### src/csr_pkg.sv
// Constants for the charge setpoint register bank
package csr_pkg;
    // Register offsets on the internal register port
    localparam logic [7:0] ADDR_CURRENT = 8'h04;
    localparam logic [7:0] ADDR_PRE_TERM = 8'h05;
    localparam logic [7:0] ADDR_VOLTAGE = 8'h06;
    // Reset values
    localparam logic [7:0] RST_CURRENT = 8'h20;
    localparam logic [7:0] RST_PRE_TERM = 8'h13;
    localparam logic [7:0] RST_VOLTAGE = 8'h5e;
    // Field positions
    localparam int PULSE_EN_BIT = 7;
    localparam int FCC_MSB = 6;
    localparam int IPRE_MSB = 7;
    localparam int IPRE_LSB = 4;
    localparam int TERM_MSB = 3;
    localparam int VCHG_MSB = 7;
    localparam int VCHG_LSB = 2;
    localparam int ENTRY_BIT = 1;
    localparam int RECHG_BIT = 0;
    // Clamp limits
    localparam logic [6:0] FCC_MAX = 7'h2f;
    localparam logic [5:0] VCHG_MAX = 6'h30;
endpackage

### src/csr_regs.sv
// Charge setpoint register bank: three byte registers with decoded setpoints
// Functional notes
// - Bit 7 of current register enables pulsing
// - Fast-charge current field bits 6:0, 64mA steps
// - Zero fast-charge code disables charging
// - Current codes above 0101111 clamp there
// - Precharge current field bits 7:4, resets 0001
// - Termination current field bits 3:0, resets 0011
// - Charge voltage field bits 7:2, resets 010111
// - Voltage codes above 110000 clamp there
// - Bit 1 selects fast-charge entry threshold
// - Bit 0 selects recharge offset below setpoint
// - Pulse requests settable only while enabled
`timescale 1ns/10ps
module csr_regs (
    // Clock and reset
    input wire logic clk,
    input wire logic reset,
    // Register port
    input wire logic wr_en,
    input wire logic rd_en,
    input wire logic [7:0] addr,
    input wire logic [7:0] wr_data,
    output logic [7:0] rd_data,
    // Soft restore events
    input wire logic reg_reset_cmd,
    input wire logic watchdog_expired,
    // Pulse request writes and sequence end
    input wire logic pulse_raise_wr,
    input wire logic pulse_lower_wr,
    input wire logic pulse_done,
    output logic pulse_raise_request,
    output logic pulse_lower_request,
    // Decoded setpoints
    output logic pulse_signal_enable,
    output logic [6:0] fast_charge_current_setpoint,
    output logic charge_disable,
    output logic [3:0] precharge_current_setpoint,
    output logic [3:0] termination_current_setpoint,
    output logic [5:0] charge_voltage_setpoint,
    output logic fast_charge_entry_threshold,
    output logic recharge_offset_select
);
    // Register images as the host sees them
    logic [7:0] cur_word;
    logic [7:0] pre_word;
    logic [7:0] volt_word;
    // Stored fields, one flop group per field
    logic en_r;
    logic [6:0] fcc_r;
    logic [3:0] pre_code_r;
    logic [3:0] term_r;
    logic [5:0] volt_code_r;
    logic entry_r;
    logic rechg_r;
    // Restore request and write decodes
    logic restore;
    logic hit_cur;
    logic hit_pre;
    logic hit_volt;
    // Clamped codes from the saturators
    logic [6:0] fcc_clamped;
    logic [5:0] vchg_clamped;
    // Pulse request set terms
    logic raise_set;
    logic lower_set;
    // Read mux result ahead of the read data register
    logic [7:0] rd_nxt;

    // Either soft event returns every field to default
    assign restore = reg_reset_cmd | watchdog_expired;

    // Write decodes; a restore in the same cycle overrides them
    assign hit_cur = wr_en && (addr == csr_pkg::ADDR_CURRENT);
    assign hit_pre = wr_en && (addr == csr_pkg::ADDR_PRE_TERM);
    assign hit_volt = wr_en && (addr == csr_pkg::ADDR_VOLTAGE);

    // Pulse enable bit of the current register
    always_ff @(posedge clk or posedge reset) begin
        if (reset) begin
            en_r <= csr_pkg::RST_CURRENT[csr_pkg::PULSE_EN_BIT];
        end else if (restore) begin
            en_r <= csr_pkg::RST_CURRENT[csr_pkg::PULSE_EN_BIT];
        end else if (hit_cur) begin
            en_r <= wr_data[csr_pkg::PULSE_EN_BIT];
        end
    end

    // Fast-charge code, stored raw so reads show what was written
    always_ff @(posedge clk or posedge reset) begin
        if (reset) begin
            fcc_r <= csr_pkg::RST_CURRENT[csr_pkg::FCC_MSB:0];
        end else if (restore) begin
            fcc_r <= csr_pkg::RST_CURRENT[csr_pkg::FCC_MSB:0];
        end else if (hit_cur) begin
            fcc_r <= wr_data[csr_pkg::FCC_MSB:0];
        end
    end

    // Precharge current code
    always_ff @(posedge clk or posedge reset) begin
        if (reset) begin
            pre_code_r <= csr_pkg::RST_PRE_TERM[csr_pkg::IPRE_MSB:csr_pkg::IPRE_LSB];
        end else if (restore) begin
            pre_code_r <= csr_pkg::RST_PRE_TERM[csr_pkg::IPRE_MSB:csr_pkg::IPRE_LSB];
        end else if (hit_pre) begin
            pre_code_r <= wr_data[csr_pkg::IPRE_MSB:csr_pkg::IPRE_LSB];
        end
    end

    // Termination current code
    always_ff @(posedge clk or posedge reset) begin
        if (reset) begin
            term_r <= csr_pkg::RST_PRE_TERM[csr_pkg::TERM_MSB:0];
        end else if (restore) begin
            term_r <= csr_pkg::RST_PRE_TERM[csr_pkg::TERM_MSB:0];
        end else if (hit_pre) begin
            term_r <= wr_data[csr_pkg::TERM_MSB:0];
        end
    end

    // Charge voltage code, stored raw
    always_ff @(posedge clk or posedge reset) begin
        if (reset) begin
            volt_code_r <= csr_pkg::RST_VOLTAGE[csr_pkg::VCHG_MSB:csr_pkg::VCHG_LSB];
        end else if (restore) begin
            volt_code_r <= csr_pkg::RST_VOLTAGE[csr_pkg::VCHG_MSB:csr_pkg::VCHG_LSB];
        end else if (hit_volt) begin
            volt_code_r <= wr_data[csr_pkg::VCHG_MSB:csr_pkg::VCHG_LSB];
        end
    end

    // Precharge to fast-charge threshold select
    always_ff @(posedge clk or posedge reset) begin
        if (reset) begin
            entry_r <= csr_pkg::RST_VOLTAGE[csr_pkg::ENTRY_BIT];
        end else if (restore) begin
            entry_r <= csr_pkg::RST_VOLTAGE[csr_pkg::ENTRY_BIT];
        end else if (hit_volt) begin
            entry_r <= wr_data[csr_pkg::ENTRY_BIT];
        end
    end

    // Recharge offset select
    always_ff @(posedge clk or posedge reset) begin
        if (reset) begin
            rechg_r <= csr_pkg::RST_VOLTAGE[csr_pkg::RECHG_BIT];
        end else if (restore) begin
            rechg_r <= csr_pkg::RST_VOLTAGE[csr_pkg::RECHG_BIT];
        end else if (hit_volt) begin
            rechg_r <= wr_data[csr_pkg::RECHG_BIT];
        end
    end

    // Register images rebuilt from the fields
    assign cur_word = {en_r, fcc_r};
    assign pre_word = {pre_code_r, term_r};
    assign volt_word = {volt_code_r, entry_r, rechg_r};

    // Pulse writes only count while the enable bit is set
    assign raise_set = pulse_raise_wr && en_r;
    assign lower_set = pulse_lower_wr && en_r;

    // Raise request: set beats sequence end in the same cycle
    always_ff @(posedge clk or posedge reset) begin
        if (reset) begin
            pulse_raise_request <= 1'b0;
        end else if (restore) begin
            pulse_raise_request <= 1'b0;
        end else if (raise_set) begin
            pulse_raise_request <= 1'b1;
        end else if (pulse_done) begin
            pulse_raise_request <= 1'b0;
        end
    end

    // Lower request: same policy as the raise request
    always_ff @(posedge clk or posedge reset) begin
        if (reset) begin
            pulse_lower_request <= 1'b0;
        end else if (restore) begin
            pulse_lower_request <= 1'b0;
        end else if (lower_set) begin
            pulse_lower_request <= 1'b1;
        end else if (pulse_done) begin
            pulse_lower_request <= 1'b0;
        end
    end

    // Clamp over-range codes; the stored bits stay as written
    csr_sat #(.W(7)) u_fcc_sat (
        .code(fcc_r),
        .limit(csr_pkg::FCC_MAX),
        .clamped(fcc_clamped)
    );
    csr_sat #(.W(6)) u_vchg_sat (
        .code(volt_code_r),
        .limit(csr_pkg::VCHG_MAX),
        .clamped(vchg_clamped)
    );

    // Decoded setpoints
    assign pulse_signal_enable = en_r;
    assign fast_charge_current_setpoint = fcc_clamped;
    assign charge_disable = (fcc_r == 7'h00);
    assign precharge_current_setpoint = pre_code_r;
    assign termination_current_setpoint = term_r;
    assign charge_voltage_setpoint = vchg_clamped;
    assign fast_charge_entry_threshold = entry_r;
    assign recharge_offset_select = rechg_r;

    // Read mux; unmapped offsets return zero
    always_comb begin
        rd_nxt = 8'h00;
        case (addr)
            csr_pkg::ADDR_CURRENT: rd_nxt = cur_word;
            csr_pkg::ADDR_PRE_TERM: rd_nxt = pre_word;
            csr_pkg::ADDR_VOLTAGE: rd_nxt = volt_word;
            default: rd_nxt = 8'h00;
        endcase
    end

    // Read data register holds until the next read strobe
    always_ff @(posedge clk or posedge reset) begin
        if (reset) begin
            rd_data <= 8'h00;
        end else if (rd_en) begin
            rd_data <= rd_nxt;
        end
    end
endmodule

### src/csr_sat.sv
// Saturating clamp of a setpoint code to a maximum
`timescale 1ns/10ps
module csr_sat #(
    parameter int W = 8
) (
    // Code in and limit
    input wire logic [W-1:0] code,
    input wire logic [W-1:0] limit,
    // Clamped code
    output logic [W-1:0] clamped
);
    // Codes above the limit take the limit
    assign clamped = (code > limit) ? limit : code;
endmodule

### config.mk
export PLATFORM = sky130hd
export DESIGN_NAME = csr_regs
export DESIGN_NICKNAME = d
export VERILOG_FILES = /design/src/csr_pkg.sv /design/src/csr_regs.sv /design/src/csr_sat.sv
export SDC_FILE = /design/constraint.sdc
export NUM_CORES = 1
export LEC_CHECK = 0
export ABC_AREA = 1
export BUFFER_PORTS_ARGS = -buffer_cell sky130_fd_sc_hd__buf_2
export CORE_MARGIN = 10
export CORE_UTILIZATION = 30
export CTS_CLUSTER_SIZE = 16
export DETAILED_ROUTE_END_ITERATION = 12
export GPL_TIMING_DRIVEN = 0
export SLEW_MARGIN = 15
export SYNTH_ARGS = -nofsm -noshare
export SYNTH_HDL_FRONTEND = slang
export SYNTH_SLANG_ARGS = --single-unit
### constraint.sdc
create_clock -name clk -period 1.85 [get_ports clk]
set_input_delay 0.4625 -clock clk [delete_from_list [all_inputs] [get_ports clk]]
set_output_delay 0.4625 -clock clk [all_outputs]
set_load 0.05 [all_outputs]
# --- Yosys cells after proc, flatten, opt, wreduce, memory -nomap -nowiden ---
# Cells that the tools add are included.
totals:
  output_inout_bits: 35
  inputBits: 25
  register_bits: 34
  wordCells: 49
classes:
  magnitude_cmp: 2
  bitwise: 1
  eq_ne: 3
  muxes: 22
  n_reduce_logical: 11
ops:
  columns: ["cell", "count"]
  rows:
  - ["equality test 8 x 3 -> 1 bit, second input constant", 3]
  - ["case mux 8 bit (3 select lines)", 1]
  - ["two-way mux 7 bit", 3]
  - ["two-way mux 6 bit", 3]
  - ["two-way mux 4 bit", 4]
  - ["two-way mux 1 bit", 11]
  - ["greater-than comparator 7 x 6 -> 1 bit, second input constant", 1]
  - ["logical NOT 7 bit", 1]
  - ["greater-than comparator 6 bit, second input constant", 1]
  - ["nonzero test 2 bit", 3]
  - ["nonzero test 3 bit", 2]
  - ["logical AND 1 bit", 5]
  - ["OR 1 bit", 1]

# --- Depth between registers and ports, before layout ---
logic_depth:
  ltp_word: 4
  depth_mapped: 8
  ltp_nobuf: 8

# --- Modules after synthesis ---
# Synthesis repeated with hierarchy kept, for this count alone.
unflattened:
  cells_unflattened: 321
  area_unflattened_um2: 2416.1
modules_own_cells:
  columns: ["module", "n_inst", "seq_area_each_um2", "cells_each", "area_per_inst_um2"]
  rows:
  - ["csr_regs", 1, 862.1, 220, 1798.0]
  - ["csr_sat (u_fcc_sat)", 1, 0.0, 54, 332.8]
  - ["csr_sat (u_vchg_sat)", 1, 0.0, 47, 285.3]

# --- Least setup slack after synthesis ---
# Ideal clock, no wire load.
synth_timing:
  kind: "register to output"
  startpoint: "register fcc_r[6]"
  endpoint: "output port charge_disable"
  setup_slack_ns: -0.957
  path_stages_with_launch: 3
  t_required_ns: 1.387
  path_buffers: 0
  arrival_ns: 2.344
  cell_sequence: "dfrtp_1 or2_2 nor4_1"
synth_via:
  elab_chain_cells: 1
synth_rtl:
  columns: ["item", "line_no", "source"]
  rows:
  - ["start, declared", "csr_regs.sv:50", "logic [6:0] fcc_r;"]
  - ["start signal, assigned", "csr_regs.sv:92", "fcc_r <= csr_pkg::RST_CURRENT[csr_pkg::FCC_MSB:0];"]
  - ["start signal, assigned", "csr_regs.sv:94", "fcc_r <= csr_pkg::RST_CURRENT[csr_pkg::FCC_MSB:0];"]
  - ["start signal, assigned", "csr_regs.sv:96", "fcc_r <= wr_data[csr_pkg::FCC_MSB:0];"]
  - ["logical NOT 7 bit", "csr_regs.sv:205", "assign charge_disable = (fcc_r == 7'h00);"]
  - ["end, declared", "csr_regs.sv:37", "output logic charge_disable,"]
# Every way passes these cells.

# --- Final worst setup path ---
layout_timing:
  startpoint: "register volt_code_r[0]"
  endpoint: "output port charge_voltage_setpoint[1]"
layout_via:
  elab_chain_cells: 2
layout_rtl:
  columns: ["item", "line_no", "source"]
  rows:
  - ["start, declared", "csr_regs.sv:53", "logic [5:0] volt_code_r;"]
  - ["start signal, assigned", "csr_regs.sv:125", "volt_code_r <= csr_pkg::RST_VOLTAGE[csr_pkg::VCHG_MSB:csr_pkg::VCHG_LSB];"]
  - ["start signal, assigned", "csr_regs.sv:127", "volt_code_r <= csr_pkg::RST_VOLTAGE[csr_pkg::VCHG_MSB:csr_pkg::VCHG_LSB];"]
  - ["start signal, assigned", "csr_regs.sv:129", "volt_code_r <= wr_data[csr_pkg::VCHG_MSB:csr_pkg::VCHG_LSB];"]
  - ["greater-than comparator 6 bit", "csr_sat.sv:13", "assign clamped = (code > limit) ? limit : code;"]
  - ["two-way mux 6 bit", "csr_sat.sv:13", null]
  - ["end, declared", "csr_regs.sv:40", "output logic [5:0] charge_voltage_setpoint,"]
# Every way passes these cells.

==> results.toml <==
[outcome]
status = "finished, violations left"
violations = "setup timing"

[synth]
synth_compound_area_frac = 0.0481
yosysWarnings = 0
synth_area_um2 = 1850
synth-edff-count = 0
synth_simple_gate_area_frac = 0.404
synth_cell_types = 28
synthAdderAreaFrac = 0
ys_seq_area_frac = 0.466
synth-seq-cells = 34
synth.mux.area_fraction = 0
synth_top_area_cell = "dfrtp_1"
synth_top_area_frac = 0.339
synthTopCellsByArea = "dfrtp_1 (34%), nand2_1 (15%), dfstp_2 (13%)"
synthCells = 233
synthFlopType = "dfrtp_1"
syn-num-nets = 258
synthXorXnorAreaFrac = 0
synth_top_family_by_area = "simple AND/OR/NAND/NOR gates"
syn_area_per_cell_um2 = 7.93
synthArstFlopShare = 1.00

[placed_design]
place_area_um2 = 2240
place_congestion = 0.778
port_buffers = 57
dpl.cell_count = 365
dpl.hpwl_mm = 4.14

[final_layout]
area_delta_synth_final_pct = 30.7
final_cell_area_um2 = 2410
fin_cells = 376
antennaDiodeCount = 0
fin_util = 0.405
layout.nets = 325
drive_above_1_share = 0.389

[worst_setup_path]
max_stage_delay_ns = 0.38
path_class = "register to output pin"
startpoint_type = "register"
cp_max_fo = 3
r2r_slack_ns = 0.91
rr_worst_depth = 4
worst_path_max_delay_cell = "dfstp_2"
worstReg2RegStart = "volt_code_r[4]"
end_kind = "output pin"
r2r-end = "rd_data[6]"
path_cells = "inv_1 -> nand4_1 -> a31oi_1 -> buf_4"
cp_data_required_time_ns = 1.39
worstPathArrival_ns = 1.39

[grt]
grt.total_usage = 0.110
grt_util_met2 = 0.177
grt_pass1_vias = 1764
overflow = 0
grt_util_met1 = 0.136
top_usage_layer = "met2"
grt_pass1_wl_mm = 8.81
antenna_found_initial = 0
grt_max_degree = 35
gr-usage-met3 = 0.0335

[detailed_routing]
drc_errors = 0
drtIter0Drc = 81
viasPerCell = 4.54
antenna_left = 0
firstDrtPassIters = 4
wl_mm = 5.24
wl_per_cell_um = 13.9
vias = 1706

[min_path]
hold_class = "input pin to asynchronous set/reset pin"

[timing]
max-slew-margin-rel = 0.526
hold_slack_ns = 0.280
tns_ns = -0.00637
rsz0062_at_grt = "yes"
drv_slew = 0
finalClockSkew_ns = 0.00320
tightest_slew_ns = 0.710
final_hold_viol_count = 0
setup_viol = 1
finalCritPeriodShare = 1.00
fin_ws_ns = -0.00637
fmax_mhz = 539
min_period_ns = 1.86

[pwr]
p_per_area_nw_per_um2 = 690
p_sw_frac = 0.277
switchingPower_mw = 0.461
peakVddDrop_v = 0.000322
power_frac_comb = 0.133
p_clk_frac = 0.397
p_int_mw = 1.20
leakage_nw = 1.35
power_frac_seq = 0.470

[flow_run]
cap_violations = 0

[cts]
cts_tree = "built"
cts_buffers = 5
postCtsHoldBufs = 0
clock_latency_ns = 0.29
h-tree-depth = 2
clock_sinks = 34
cts_max_path_buffers = 2
clkTransAtPathRegs_ns = 0.07
root_buffer = "clkbuf_8"

[floorplan]
die-area_um2 = 9700
initial_core_util = 0.310
rows = 28
die_h_um = 98.5
ios = 60
die_w_um = 98.5
coreArea_um2 = 5960
## critical path: cells and delay by family (launching register included)
family | cells | cell delay [ns]
simple gates | 1 | 0.15
compound gates | 1 | 0.26
buf+inv | 2 | 0.31
flops | 1 | 0.38
## Yosys cell counts (2+ instances only)
cell type / number
inv_1: 19
nor2_4: 4
inv_2: 6
o21ai_1: 5
a21oi_1: 4
nand3_1: 43
dfrtp_1: 25
buf_4: 3
o21ai_0: 5
dfstp_2: 9
or2_2: 3
nand2_2: 3
nor2_1: 7
nor2_8: 3
clkbuf_1: 3
nand2_1: 76
a31oi_1: 3
nand3_2: 2
## metrics by stage
| stage | total power, mW | worst slack [ns] |
|---|---|---|
| final | 1.67 | -0.00637 |
| after global routing | 1.73 | -0.0617 |
| after CTS | 1.68 | 0.0201 |
| after detailed placement | 1.01 | 0.139 |
| after global placement | 1.01 | 0.141 |
| after floorplan | 0.941 | -0.0698 |
## worst max path at each step
stage,start,cells after the start,to,slack [ns]
final,volt_code_r[0],4,charge_voltage_setpoint[1],-0.006
after global routing,volt_code_r[3],4,charge_voltage_setpoint[3],-0.06
after CTS,fcc_r[0],4,charge_disable,0.02
after detailed placement,fcc_r[6],3,charge_disable,0.14
after global placement,fcc_r[6],3,charge_disable,0.14
after floorplan,fcc_r[6],2,charge_disable,-0.07
## what timing repair did
action | in CTS | in global routing
pin swaps | 1 | 4
buffers inserted | 1 | 2
endpoints found under the setup margin | 5 | 5
gates resized for setup | 8 | 9
## flip-flops by register name (all words and copies together), names as in the netlist
signal,count
fast_charge_entry_threshold,1
fcc_r,7
precharge_current_setpoint,4
pulse_lower_request,1
pulse_raise_request,1
pulse_signal_enable,1
rd_data,8
recharge_offset_select,1
termination_current_setpoint,4
volt_code_r,6
## layer usage
layer  part of all wire  vias up
li1                   -      885
met1               0.45      769
met2               0.47       43
met3              0.064        9
met4              0.015        0
met5                  0        -
## cell usage in the layout, fill, tap and decap left out
| cell | count |
|---|---|
| buf_6 | 3 |
| inv_2 | 12 |
| a31oi_1 | 2 |
| dfstp_2 | 9 |
| or2_2 | 2 |
| a31oi_2 | 1 |
| nand3_1 | 42 |
| buf_2 | 53 |
| buf_1 | 1 |
| o21ai_0 | 5 |
| a21oi_1 | 3 |
| nor3_1 | 1 |
| nand3_4 | 1 |
| clkbuf_1 | 3 |
| clkbuf_8 | 8 |
| o21ai_1 | 5 |
| dfrtp_1 | 25 |
| nor2_8 | 3 |
| inv_1 | 13 |
| or2_4 | 1 |
| a21oi_2 | 1 |
| nor2_2 | 1 |
| nor4_4 | 1 |
| nor2_1 | 6 |
| conb_1 | 1 |
| nand3_2 | 3 |
| nand4_1 | 1 |
| nor3_2 | 1 |
| nor2_4 | 4 |
| nand2_4 | 1 |
| nand2_1 | 76 |
| nand2_2 | 3 |
| buf_4 | 9 |
## kinds of logic (layout without fill, tap and decap cells)
| group | count (synthesis) | in the layout |
|---|---|---|
| AOI/OAI and AO/OA | 17 | 17 |
| buffers and inverters | 34 | 102 |
| DFF | 34 | 34 |
| other | 1 | 1 |
| and+or+nand+nor | 147 | 147 |
## area by class of cell
type                    instances  area (um2)
inverters                      25        93.8
fillers                       645        3540
flip-flops and latches         34         862
multi-input cells             165         873
plain buffers                   9        53.8
clock buffers                   8         110
repair buffers                 60         328
well taps                      75        93.8
## power groups by stage
stage               Combinational, mW  Clock, mW  Sequential (mW)
floorplan                       0.122          0            0.820
global placement                0.217          0            0.796
detailed placement              0.219          0            0.795
CTS                             0.222      0.672            0.782
global route                    0.244      0.703            0.785
finish                          0.222      0.661            0.782
Note: power is estimated with default switching activity, not from simulation.
